===== src/core/xmb_pkg.sv =====
// Constants, types and decode helpers for the external memory expansion bus
// Function
// - Accesses outside internal areas go external
// - Bus works only on high-speed clock
// - Mode field codes; other codes never written
// - Reset clears mode register to single-chip
// - Port 4 data, port 5 upper address per mode
// - Port 6 upper pins: read, write, wait, strobe
// - Drive only mode-assigned upper address bits
// - Unassigned address pins stay general ports
// - Wait pin is port unless external wait
// - Low lines multiplexed, upper lines address only
// - Bit write is full 8-bit port access
// - Output mode write loads latch, drives pin
// - Reset clears every port output latch
// - Output mode read returns latch, unchanged
// - Input mode read returns pin level
// - Input mode write updates latch only
// - Input mode modify uses pin level operand
// - Output mode modify uses latch operand
// - Wait field resets one wait; one code forbidden
// - Read strobe only on external reads
// - Write strobe only on external writes
// - Internal access ignores wait, still strobes address
package xmb_pkg;

  // Register addresses in the CPU data space
  localparam logic [15:0] ADDR_PORT4 = 16'hff04;
  localparam logic [15:0] ADDR_PORT5 = 16'hff05;
  localparam logic [15:0] ADDR_PORT6 = 16'hff06;
  localparam logic [15:0] ADDR_MODE = 16'hff47;
  localparam logic [15:0] ADDR_WAIT = 16'hfff8;

  // Internal area bounds; external space lies strictly between them
  localparam logic [15:0] INT_ROM_LAST = 16'h5fff;
  localparam logic [15:0] INT_RAM_FIRST = 16'hfb00;

  // Reset values
  localparam logic [7:0] MODE_RESET = 8'h00;
  localparam logic [7:0] WAIT_RESET = 8'h10;
  localparam logic [7:0] LATCH_RESET = 8'h00;

  // Field positions
  localparam int MODE_LSB = 0;
  localparam int WAIT_LSB = 4;

  // Expansion mode codes
  localparam logic [2:0] MODE_SINGLE = 3'h0;
  localparam logic [2:0] MODE_256B = 3'h3;
  localparam logic [2:0] MODE_4KB = 3'h4;
  localparam logic [2:0] MODE_16KB = 3'h5;
  localparam logic [2:0] MODE_FULL = 3'h7;

  // Wait control codes
  localparam logic [1:0] WAIT_NONE = 2'h0;
  localparam logic [1:0] WAIT_ONE = 2'h1;
  localparam logic [1:0] WAIT_BAD = 2'h2;
  localparam logic [1:0] WAIT_EXT = 2'h3;

  // Port 6 pin positions of the bus strobes
  localparam int P6_RD = 4;
  localparam int P6_WR = 5;
  localparam int P6_WAIT = 6;
  localparam int P6_ADDRESS_LATCH_STROBE = 7;

  // Bus cycle states
  typedef enum logic [4:0] {
    S_IDLE = 5'b00001,
    S_ADDR = 5'b00010,
    S_STRB = 5'b00100,
    S_WAIT = 5'b01000,
    S_HOLD = 5'b10000
  } xmb_state_e;

  // One CPU access
  typedef struct packed {
    logic we;
    logic [15:0] addr;
    logic [7:0] wdata;
  } xmb_req_s;

  // Alternate-function override for one 8-bit port
  typedef struct packed {
    logic [7:0] sel;
    logic [7:0] val;
    logic [7:0] oe;
  } xmb_alt_s;

  // True for the four expansion codes
  function automatic logic mode_is_exp(input logic [2:0] m);
    return (m == MODE_256B) || (m == MODE_4KB) || (m == MODE_16KB) || (m == MODE_FULL);
  endfunction

  // Port 5 pins handed to the address bus in a mode
  function automatic logic [7:0] mode_addr_mask(input logic [2:0] m);
    unique case (m)
      MODE_4KB: return 8'h0f;
      MODE_16KB: return 8'h3f;
      MODE_FULL: return 8'hff;
      default: return 8'h00;
    endcase
  endfunction

  // True for an address in external expansion space
  function automatic logic addr_is_ext(input logic [15:0] a);
    return (a > INT_ROM_LAST) && (a < INT_RAM_FIRST);
  endfunction

endpackage


===== src/core/xmb_top.sv =====
// External memory expansion bus controller with ports 4 to 6
`timescale 1ns/1ps
module xmb_top
  import xmb_pkg::*;
(
  input wire logic mclk_i,
  input wire logic rst_n_i,
  input wire logic hs_clk_sel_i,
  input wire logic cpu_req_i,
  input wire logic cpu_we_i,
  input wire logic [15:0] cpu_addr_i,
  input wire logic [7:0] cpu_wdata_i,
  output logic cpu_ack_o,
  output logic [7:0] cpu_rdata_o,
  input wire logic [7:0] pm4_i,
  input wire logic [7:0] pm5_i,
  input wire logic [7:0] pm6_i,
  input wire logic [7:0] port4_pins_i,
  output logic [7:0] port4_pins_o,
  output logic [7:0] port4_pins_oe_o,
  input wire logic [7:0] port5_pins_i,
  output logic [7:0] port5_pins_o,
  output logic [7:0] port5_pins_oe_o,
  input wire logic [7:0] port6_pins_i,
  output logic [7:0] port6_pins_o,
  output logic [7:0] port6_pins_oe_o
);

  xmb_state_e state_q; // Bus cycle state
  xmb_state_e state_d; // Next state
  xmb_req_s req_q; // Access being served
  logic ext_q; // Access goes to the external bus
  logic [2:0] mode_q; // Expansion mode field
  logic [1:0] wait_q; // Wait control field
  logic [2:0] mode_act_q; // Mode in force on the pins
  logic [1:0] wait_act_q; // Wait setting in force
  logic ack_q; // Access done pulse
  logic [7:0] rdata_q; // Read data
  logic exp_act; // Pins are in expansion use
  logic wait_in_act; // External wait pin asserted
  logic do_wr; // Write commit cycle
  logic [7:0] rd4; // Port 4 read value
  logic [7:0] rd5; // Port 5 read value
  logic [7:0] rd6; // Port 6 read value
  xmb_alt_s alt4; // Port 4 bus override
  xmb_alt_s alt5; // Port 5 bus override
  xmb_alt_s alt6; // Port 6 bus override

  assign exp_act = mode_is_exp(mode_act_q);
  assign wait_in_act = !port6_pins_i[P6_WAIT];
  assign do_wr = (state_q == S_HOLD) && req_q.we;

  // Bus cycle sequencer
  always_comb begin
    state_d = state_q;
    unique case (state_q)
      S_IDLE: begin
        if (cpu_req_i) begin
          state_d = S_ADDR;
        end
      end
      S_ADDR: begin
        // Internal accesses never strobe read or write and ignore wait
        state_d = ext_q ? S_STRB : S_HOLD;
      end
      S_STRB: begin
        if (wait_act_q == WAIT_ONE) begin
          state_d = S_WAIT;
        end else if (wait_act_q == WAIT_EXT && wait_in_act) begin
          state_d = S_WAIT;
        end else begin
          state_d = S_HOLD;
        end
      end
      S_WAIT: begin
        // Stretch while the wait pin holds the cycle
        if (wait_act_q == WAIT_EXT && wait_in_act) begin
          state_d = S_WAIT;
        end else begin
          state_d = S_HOLD;
        end
      end
      S_HOLD: begin
        state_d = S_IDLE;
      end
      default: begin
        state_d = S_IDLE;
      end
    endcase
  end

  // State register
  always_ff @(posedge mclk_i or negedge rst_n_i) begin
    if (!rst_n_i) begin
      state_q <= S_IDLE;
    end else begin
      state_q <= state_d;
    end
  end

  // Capture the access and decide where it goes
  always_ff @(posedge mclk_i or negedge rst_n_i) begin
    if (!rst_n_i) begin
      req_q <= '0;
      ext_q <= 1'b0;
    end else if (state_q == S_IDLE && cpu_req_i) begin
      req_q.we <= cpu_we_i;
      req_q.addr <= cpu_addr_i;
      req_q.wdata <= cpu_wdata_i;
      // External only in an expansion mode on the high-speed clock
      ext_q <= hs_clk_sel_i && mode_is_exp(mode_q) && addr_is_ext(cpu_addr_i);
    end
  end

  // Mode register; prohibited codes are not stored
  always_ff @(posedge mclk_i or negedge rst_n_i) begin
    if (!rst_n_i) begin
      mode_q <= MODE_RESET[MODE_LSB +: 3];
    end else if (do_wr && req_q.addr == ADDR_MODE) begin
      if (mode_is_exp(req_q.wdata[MODE_LSB +: 3]) || req_q.wdata[MODE_LSB +: 3] == MODE_SINGLE) begin
        mode_q <= req_q.wdata[MODE_LSB +: 3];
      end
    end
  end

  // Wait register; the forbidden code is not stored
  always_ff @(posedge mclk_i or negedge rst_n_i) begin
    if (!rst_n_i) begin
      wait_q <= WAIT_RESET[WAIT_LSB +: 2];
    end else if (do_wr && req_q.addr == ADDR_WAIT) begin
      if (req_q.wdata[WAIT_LSB +: 2] != WAIT_BAD) begin
        wait_q <= req_q.wdata[WAIT_LSB +: 2];
      end
    end
  end

  // Settings reach the pins only between accesses
  always_ff @(posedge mclk_i or negedge rst_n_i) begin
    if (!rst_n_i) begin
      mode_act_q <= MODE_RESET[MODE_LSB +: 3];
      wait_act_q <= WAIT_RESET[WAIT_LSB +: 2];
    end else if (state_q == S_IDLE) begin
      mode_act_q <= mode_q;
      wait_act_q <= wait_q;
    end
  end

  // Port 4: multiplexed low address and data lines
  always_comb begin
    alt4.sel = exp_act ? 8'hff : 8'h00;
    alt4.val = req_q.addr[7:0];
    alt4.oe = 8'hff;
    if (state_q == S_STRB || state_q == S_WAIT || state_q == S_HOLD) begin
      if (ext_q && req_q.we) begin
        alt4.val = req_q.wdata;
      end else if (ext_q) begin
        alt4.oe = 8'h00;
      end
    end
  end

  // Port 5: upper address lines sized by the mode
  always_comb begin
    alt5.sel = mode_addr_mask(mode_act_q);
    alt5.val = req_q.addr[15:8];
    alt5.oe = 8'hff;
  end

  // Port 6: strobes on the upper pins, lower pins stay ports
  always_comb begin
    alt6.sel = 8'h00;
    alt6.val = 8'h00;
    alt6.oe = 8'h00;
    if (exp_act) begin
      alt6.sel[P6_RD] = 1'b1;
      alt6.sel[P6_WR] = 1'b1;
      alt6.sel[P6_ADDRESS_LATCH_STROBE] = 1'b1;
      alt6.sel[P6_WAIT] = (wait_act_q == WAIT_EXT);
      alt6.oe[P6_RD] = 1'b1;
      alt6.oe[P6_WR] = 1'b1;
      alt6.oe[P6_ADDRESS_LATCH_STROBE] = 1'b1;
      alt6.val[P6_ADDRESS_LATCH_STROBE] = (state_q == S_ADDR);
      alt6.val[P6_RD] = !((state_q == S_STRB || state_q == S_WAIT) && ext_q && !req_q.we);
      alt6.val[P6_WR] = !((state_q == S_STRB || state_q == S_WAIT) && ext_q && req_q.we);
    end
  end

  // Port blocks
  xmb_port u_port4 (
    .mclk_i (mclk_i),
    .rst_n_i (rst_n_i),
    .wr_i (do_wr && !ext_q && req_q.addr == ADDR_PORT4),
    .wdata_i (req_q.wdata),
    .pm_i (pm4_i),
    .pin_i (port4_pins_i),
    .alt_i (alt4),
    .rdata_o (rd4),
    .pin_o (port4_pins_o),
    .oe_o (port4_pins_oe_o)
  );

  xmb_port u_port5 (
    .mclk_i (mclk_i),
    .rst_n_i (rst_n_i),
    .wr_i (do_wr && !ext_q && req_q.addr == ADDR_PORT5),
    .wdata_i (req_q.wdata),
    .pm_i (pm5_i),
    .pin_i (port5_pins_i),
    .alt_i (alt5),
    .rdata_o (rd5),
    .pin_o (port5_pins_o),
    .oe_o (port5_pins_oe_o)
  );

  xmb_port u_port6 (
    .mclk_i (mclk_i),
    .rst_n_i (rst_n_i),
    .wr_i (do_wr && !ext_q && req_q.addr == ADDR_PORT6),
    .wdata_i (req_q.wdata),
    .pm_i (pm6_i),
    .pin_i (port6_pins_i),
    .alt_i (alt6),
    .rdata_o (rd6),
    .pin_o (port6_pins_o),
    .oe_o (port6_pins_oe_o)
  );

  // Completion pulse and read data
  always_ff @(posedge mclk_i or negedge rst_n_i) begin
    if (!rst_n_i) begin
      ack_q <= 1'b0;
      rdata_q <= 8'h00;
    end else begin
      ack_q <= (state_q == S_HOLD);
      if (state_q == S_HOLD && !req_q.we) begin
        if (ext_q) begin
          rdata_q <= port4_pins_i;
        end else begin
          unique case (req_q.addr)
            ADDR_PORT4: rdata_q <= rd4;
            ADDR_PORT5: rdata_q <= rd5;
            ADDR_PORT6: rdata_q <= rd6;
            ADDR_MODE: rdata_q <= {5'h00, mode_q};
            ADDR_WAIT: rdata_q <= {2'h0, wait_q, 4'h0};
            default: rdata_q <= 8'h00;
          endcase
        end
      end
    end
  end

  assign cpu_ack_o = ack_q;
  assign cpu_rdata_o = rdata_q;
endmodule // xmb_top


===== src/core/xmb_port.sv =====
// One 8-bit port: output latch, read path and registered pin drive
`timescale 1ns/1ps
module xmb_port
  import xmb_pkg::*;
(
  input wire logic mclk_i,
  input wire logic rst_n_i,
  input wire logic wr_i,
  input wire logic [7:0] wdata_i,
  input wire logic [7:0] pm_i,
  input wire logic [7:0] pin_i,
  input wire xmb_alt_s alt_i,
  output logic [7:0] rdata_o,
  output logic [7:0] pin_o,
  output logic [7:0] oe_o
);

  logic [7:0] latch_q; // Output latch
  logic [7:0] latch_d; // Latch next value

  // Whole byte written even for bit operations
  always_comb begin
    latch_d = wr_i ? wdata_i : latch_q;
  end

  // Output latch, cleared by reset
  always_ff @(posedge mclk_i or negedge rst_n_i) begin
    if (!rst_n_i) begin
      latch_q <= LATCH_RESET;
    end else begin
      latch_q <= latch_d;
    end
  end

  // Input bits read the pin, output bits read the latch
  always_comb begin
    rdata_o = (pm_i & pin_i) | (~pm_i & latch_q);
  end

  // Pin drive: bus function overrides, else latch with mode-controlled buffer
  always_ff @(posedge mclk_i or negedge rst_n_i) begin
    if (!rst_n_i) begin
      pin_o <= 8'h00;
      oe_o <= 8'h00;
    end else begin
      pin_o <= (alt_i.sel & alt_i.val) | (~alt_i.sel & latch_d);
      oe_o <= (alt_i.sel & alt_i.oe) | (~alt_i.sel & ~pm_i);
    end
  end
endmodule // xmb_port


===== config.mk =====
export PLATFORM = sky130hd
export DESIGN_NAME = xmb_top
export DESIGN_NICKNAME = d
export VERILOG_FILES = /design/src/core/xmb_pkg.sv /design/src/core/xmb_top.sv /design/src/core/xmb_port.sv
export SDC_FILE = /design/constraint.sdc
export NUM_CORES = 1
export LEC_CHECK = 0
export ABC_AREA = 1
export BUFFER_PORTS_ARGS = -buffer_cell sky130_fd_sc_hd__buf_4
export CAP_MARGIN = 25
export CORE_ASPECT_RATIO = 0.6
export CORE_MARGIN = 1.5
export CORE_UTILIZATION = 40
export CTS_BUF_LIST = sky130_fd_sc_hd__clkbuf_16
export DETAILED_ROUTE_END_ITERATION = 12
export GPL_TIMING_DRIVEN = 0
export PLACE_DENSITY = 0.6
export SYNTH_ARGS = -nofsm -noshare
export SYNTH_HDL_FRONTEND = slang
export SYNTH_SLANG_ARGS = --single-unit

===== constraint.sdc =====
create_clock -name mclk_i -period 2.5 [get_ports mclk_i]
set_clock_uncertainty 0.1 [all_clocks]
set_input_delay 0.5 -clock mclk_i [delete_from_list [all_inputs] [get_ports mclk_i]]
set_output_delay 0.5 -clock mclk_i [all_outputs]
set_load 0.05 [all_outputs]

# After elaboration in Yosys (flattened, before gate mapping)
# Cells that the tools add are included.
dict set report classes {
  mux 21
  bitwise_logic 32
  n_reduce_logical 37
  n_lt_le_gt_ge 2
  n_eq_ne 26
}
# op count
set ops {}
lappend ops {{$and A8 B8 Y8} 17}
lappend ops {{$eq A16 B16 Y1 const B} 5}
lappend ops {{$or A8 B8 Y8} 9}
lappend ops {{$mux W8} 8}
lappend ops {{$not A8 Y8} 6}
lappend ops {{$pmux W8 S5} 1}
lappend ops {{$eq A3 B3 Y1 const B} 9}
lappend ops {{$pmux W8 S3} 1}
lappend ops {{$mux W5} 4}
lappend ops {{$pmux W5 S4} 1}
lappend ops {{$logic_and A1 B1 Y1} 17}
lappend ops {{$gt A16 B15 Y1 const B} 1}
lappend ops {{$lt A16 B16 Y1 const B} 1}
lappend ops {{$mux W16} 1}
lappend ops {{$logic_or A1 B1 Y1} 12}
lappend ops {{$eq A3 B2 Y1 const B} 3}
lappend ops {{$eq A5 B1 Y1 const B} 1}
lappend ops {{$eq A5 B2 Y1 const B} 1}
lappend ops {{$eq A5 B3 Y1 const B} 1}
lappend ops {{$eq A5 B4 Y1 const B} 1}
lappend ops {{$eq A5 B5 Y1 const B} 1}
lappend ops {{$logic_not A1 Y1} 5}
lappend ops {{$mux W2} 2}
lappend ops {{$mux W4} 1}
lappend ops {{other kinds (6)} 9}
dict set report totals {
  input_bits 77
  register_bits 122
  out_inout_bits 57
  word_cells 138
}

# Longest topological paths before layout
dict set report depth {
  word_depth 8
  ltp_mapped 11
  depth_no_buf 11
}

# Cells and area by module
# From an unflattened synthesis, not the netlist that was laid out.
dict set report hier_totals {
  cells_unflattened 752
  area_unflattened_um2 5918.2
}
# module cells_per_inst instances area_each_um2 seq_area_each_um2
set modules_own_cells {}
lappend modules_own_cells {xmb_port 130 3 1066.0 600.6}
lappend modules_own_cells {xmb_top 362 1 2720.1 1255.0}

# Worst setup path after synthesis
# No wires, ideal clock.
dict set report synth_path {
  kind {register to register}
  from {register state_q[4]}
  to {register u_port4.pin_o[0]}
  required_time_ps 2279
  path_slack_ps 853
  period_less_slack_ps 1647
  stages_incl_launch_ff 8
  setup_time_ps 121
  path_buffers 1
  t_arrival_ps 1426
  cell_sequence {dfrtp_1 > nor3_2 > o21ai_2 > nand2_1 > nand3_2 > buf_2 > o211ai_1 > nand2_1}
}
dict set report synth_between {
  elab_chain_cells 7
  elab_cells_between_ends 13
  classes_between {eq/ne (3); mux (2); bitwise (3); reduce/logical (5)}
}
# element line
set synth_rtl {}
lappend synth_rtl {{start, declared} xmb_top.sv:29} ;# xmb_state_e state_q;
lappend synth_rtl {{start signal, assigned} xmb_top.sv:97} ;# state_q <= state_d;
lappend synth_rtl {{$eq A5 B5 Y1} {xmb_top.sv:51, xmb_top.sv:153}}
lappend synth_rtl {{$logic_and A1 B1 Y1} xmb_top.sv:51} ;# assign do_wr = (state_q == S_HOLD) && req_q.we;
lappend synth_rtl {{$logic_and A1 B1 Y1 (2 in a row)} xmb_top.sv:192} ;# .wr_i (do_wr && !ext_q && req_q.addr == ADDR_PORT4),
lappend synth_rtl {{$mux W8} xmb_port.sv:23} ;# latch_d = wr_i ? wdata_i : latch_q;
lappend synth_rtl {{$and A8 B8 Y8} xmb_port.sv:46} ;# pin_o <= (alt_i.sel & alt_i.val) | (~alt_i.sel & latch_d);
lappend synth_rtl {{$or A8 B8 Y8 (*)} xmb_port.sv:46}
lappend synth_rtl {{end signal, assigned} xmb_port.sv:46}
lappend synth_rtl {{end, declared} xmb_port.sv:14} ;# output logic [7:0] pin_o,
# Mark *: on every way between the ends. The rest lies on a longest branch, timed or not.
# A chain may end at the register's enable or synchronous reset.

# Worst setup path in the final report
dict set report layout_path {
  from {register state_q[2]}
  to {register req_q[8] (netlist name)}
}
dict set report layout_between {
  elab_chain_cells 2
}
# element line
set layout_rtl {}
lappend layout_rtl {{$eq A5 B1 Y1} xmb_top.sv:106} ;# end else if (state_q == S_IDLE && cpu_req_i) begin
lappend layout_rtl {{$logic_and A1 B1 Y1} xmb_top.sv:106}
lappend layout_rtl {{end, declared} xmb_top.sv:31} ;# xmb_req_s req_q;
# No other way between the ends.

==> flow_summary.yaml <==
layout:
  regMostFlops: "req_q"
  diodes: 0
  largest_register_ffs: 17
  fill_cells: 1184
  area_growth_pct: 36.0
  fin_cells: 966
  design_area_sq_um: 7200
  drive_gt1_frac: 0.258
  nets: 860
  fin_util: 0.558
cts:
  cts-root-buf: "clkbuf_16"
  post_cts_buffers: 0
  cts_tree: "yes"
  clk_latency_ns: 0.42
  clk_pin_slew_ns: 0.06
  cts_buffers: 17
  numClockSinks: 118
  htree_levels: 4
  cts.path.max_buffers: 2
detailed_routing:
  initialDrtViolationCount: 356
  num_vias: 4852
  top_layer_used: "met4"
  drt-vias-per-instance: 5.02
  firstDrtPassIters: 5
  wl_met2_um: 6480
  remaining_drc_errors: 0
  wirelength_um: 16500
  wl_met1_um: 8430
  antenna_left: 0
  wl_met3_um: 1430
  post_drt_wl_per_cell_um: 17.0
placed_design:
  placed_cells: 933
  io_buffers: 133
  dpl.hpwl_um: 12400
  gp_congestion: 0.862
  post_dp_cell_area_sq_um: 6540
worst_setup_path:
  slowest_stage: "dfrtp_1"
  max_stage_delay_ns: 0.40
  r2r_setup_slack_ns: 0.35
  crit_fanout: 10
  critical_path.most_common_cell: "nand2_1"
  r2r-start: "state_q[2]"
  end_kind: "flop"
  critPathKind: "reg -> reg"
  arrival_ns: 2.36
  cp-startpoint: "state_q[2]"
  crit_required_ns: 2.72
  worst-path-buf-inv: 3
  ff2ff_path_depth: 8
  cp_top_family: "simple AND/OR/NAND/NOR gates"
  crit_path_start_kind: "flop"
  path_cells: "nor2_2, nand4_1, inv_2, nand2_1, inv_1, buf_2, nand2_1, o21ai_0"
  r2r-end: "req_q[8]"
global_routing:
  grt_use_total: 0.246
  grt_pass1_vias: 4576
  grt-ovfl-total: 0
  antenna_found_initial: 0
  grt_pass1_wl_um: 25200
  grt_max_degree: 90
power:
  powerDensity_nw_per_um2: 936
  leakagePower_nw: 3.67
  ir_worst_vdd_uv: 462
job:
  cap_violations: 0
floorplan:
  boundaryPins: 134
  initial_core_util: 0.411
  core.rowCount: 32
  dieArea_sq_um: 14000
  core_region_area_sq_um: 12900
  fp.dieW_um: 152
  die_y_um: 92.1
min_path:
  hold_path_depth: 2
  hp-start: "pm6_i[1]"
  hp-class: "in -> reg"
  hold_end: "u_port6.oe_o[1]"
logic_synthesis:
  syn_area_per_cell_sq_um: 8.41
  ys_ff_latch: 118
  yosysWarnings: 0
  synth_cell_types: 30
  yosys_most_used_dff: "dfrtp_1"
  synth_edf_count: 0
  synth_most_common_cell: "nand2_1"
  yosys-top-cells-area: "dfrtp_1 54%, nand2_1 15%, o21ai_0 6.0%"
  syn-num-nets: 706
  ys_top_cells_by_count: "207 x nand2_1, 115 x dfrtp_1, 65 x inv_1"
  yosysSeqAreaShare: 0.559
  yosysTopAreaCell: "dfrtp_1"
  synth_area_sq_um: 5290
  synth-async-reset-ratio: 1.00
  synth_cells: 629
  netlist.area_leader.share: 0.544
sta:
  whs_ns: 0.141
  layout_worst_path_cycle_share: 0.859
  worstMarginPinSlew_ns: 0.632
  period_needed_ns: 2.15
  setup_viol: 0
  finalSetupTns_ns: 0
  rsz0062_at_grt: "no"
  slew_viol_final: 0
  relSlewSlack: 0.579
  final_hold_viol_count: 0
  timing.fmax_ghz: 0.466
status:
  status: "complete, no violations"
worst max-delay path by stage:
stage                       end  slack [ns]  cells past startpoint
2_1_floorplan  u_port4.pin_o[0]        0.85                      7
3_3_place_gp              ext_q        0.38                      7
3_5_place_dp              ext_q        0.36                      7
4_1_cts                req_q[8]        0.34                      8
5_1_grt                req_q[8]         0.1                      8
6_report               req_q[8]        0.35                      8
worst register-to-register path, cell delays in order, from the launching register on:
cell and delay (ns):
dfrtp_1 0.40, nor2_2 0.18, nand4_1 0.30, inv_2 0.24, nand2_1 0.18, inv_1 0.16
buf_2 0.26, nand2_1 0.11, o21ai_0 0.12
repair_timing:
item	CTS	global route
hold buffers	1	0
hold endpoints to repair	29	0
gates resized for setup	0	0
power breakdown:
part	switching [mW]	internal, mW	total [mW]
sequential	0.254	2.21	2.47
clock	0.934	1.78	2.71
combinational	1.12	0.435	1.56
cells in the final DEF, fill, tap and decap left out, drive strengths merged, types with 3 or more instances in the layout:
cell type  netlist  routed
clkinv           1       8
nand3           44      44
buf             14     148
nand2          207     207
clkbuf           6      23
bufinv           0       5
o21ai           82      82
a21oi           21      21
dfstp            3       3
nor3             3       3
dfrtp          115     115
inv             67      69
nand4            8       8
o211ai           9       9
mux2             4       4
nor2            39      39
final cells by class:
cell class	instances	area [sq um]	area share
Timing Repair Buffer	135	1040	0.144
Inverter	68	255	0.0355
Buffer	20	114	0.0158
Multi-Input combinational cell	423	1970	0.273
Clock inverter	15	228	0.0316
Clock buffer	17	425	0.0591
Sequential cell	118	2960	0.411
Tap cell	170	213	0.0295
per-stage QoR:
stage	total power, mW	worst slack (ns)
global placement	3.99	0.376
floorplan	3.38	0.853
global route	7.02	0.0985
finish	6.74	0.352
detailed placement	4.03	0.364
CTS	6.74	0.338
logic make-up after synthesis:
logic type / Yosys count / share of synthesized area
flops: 118 / 0.559
mux: 4 / 0.00851
buf+inv: 88 / 0.0697
compound gates: 117 / 0.121
simple gates: 302 / 0.243
metal layers:
layer  vias to the layer above  GRT usage
met2                       202      0.320
met1                      2292      0.390
met3                        15     0.0627
met5                         -          0
met4                         0     0.0737
li1                       2343          -
Note: power is estimated with default switching activity, not from simulation.
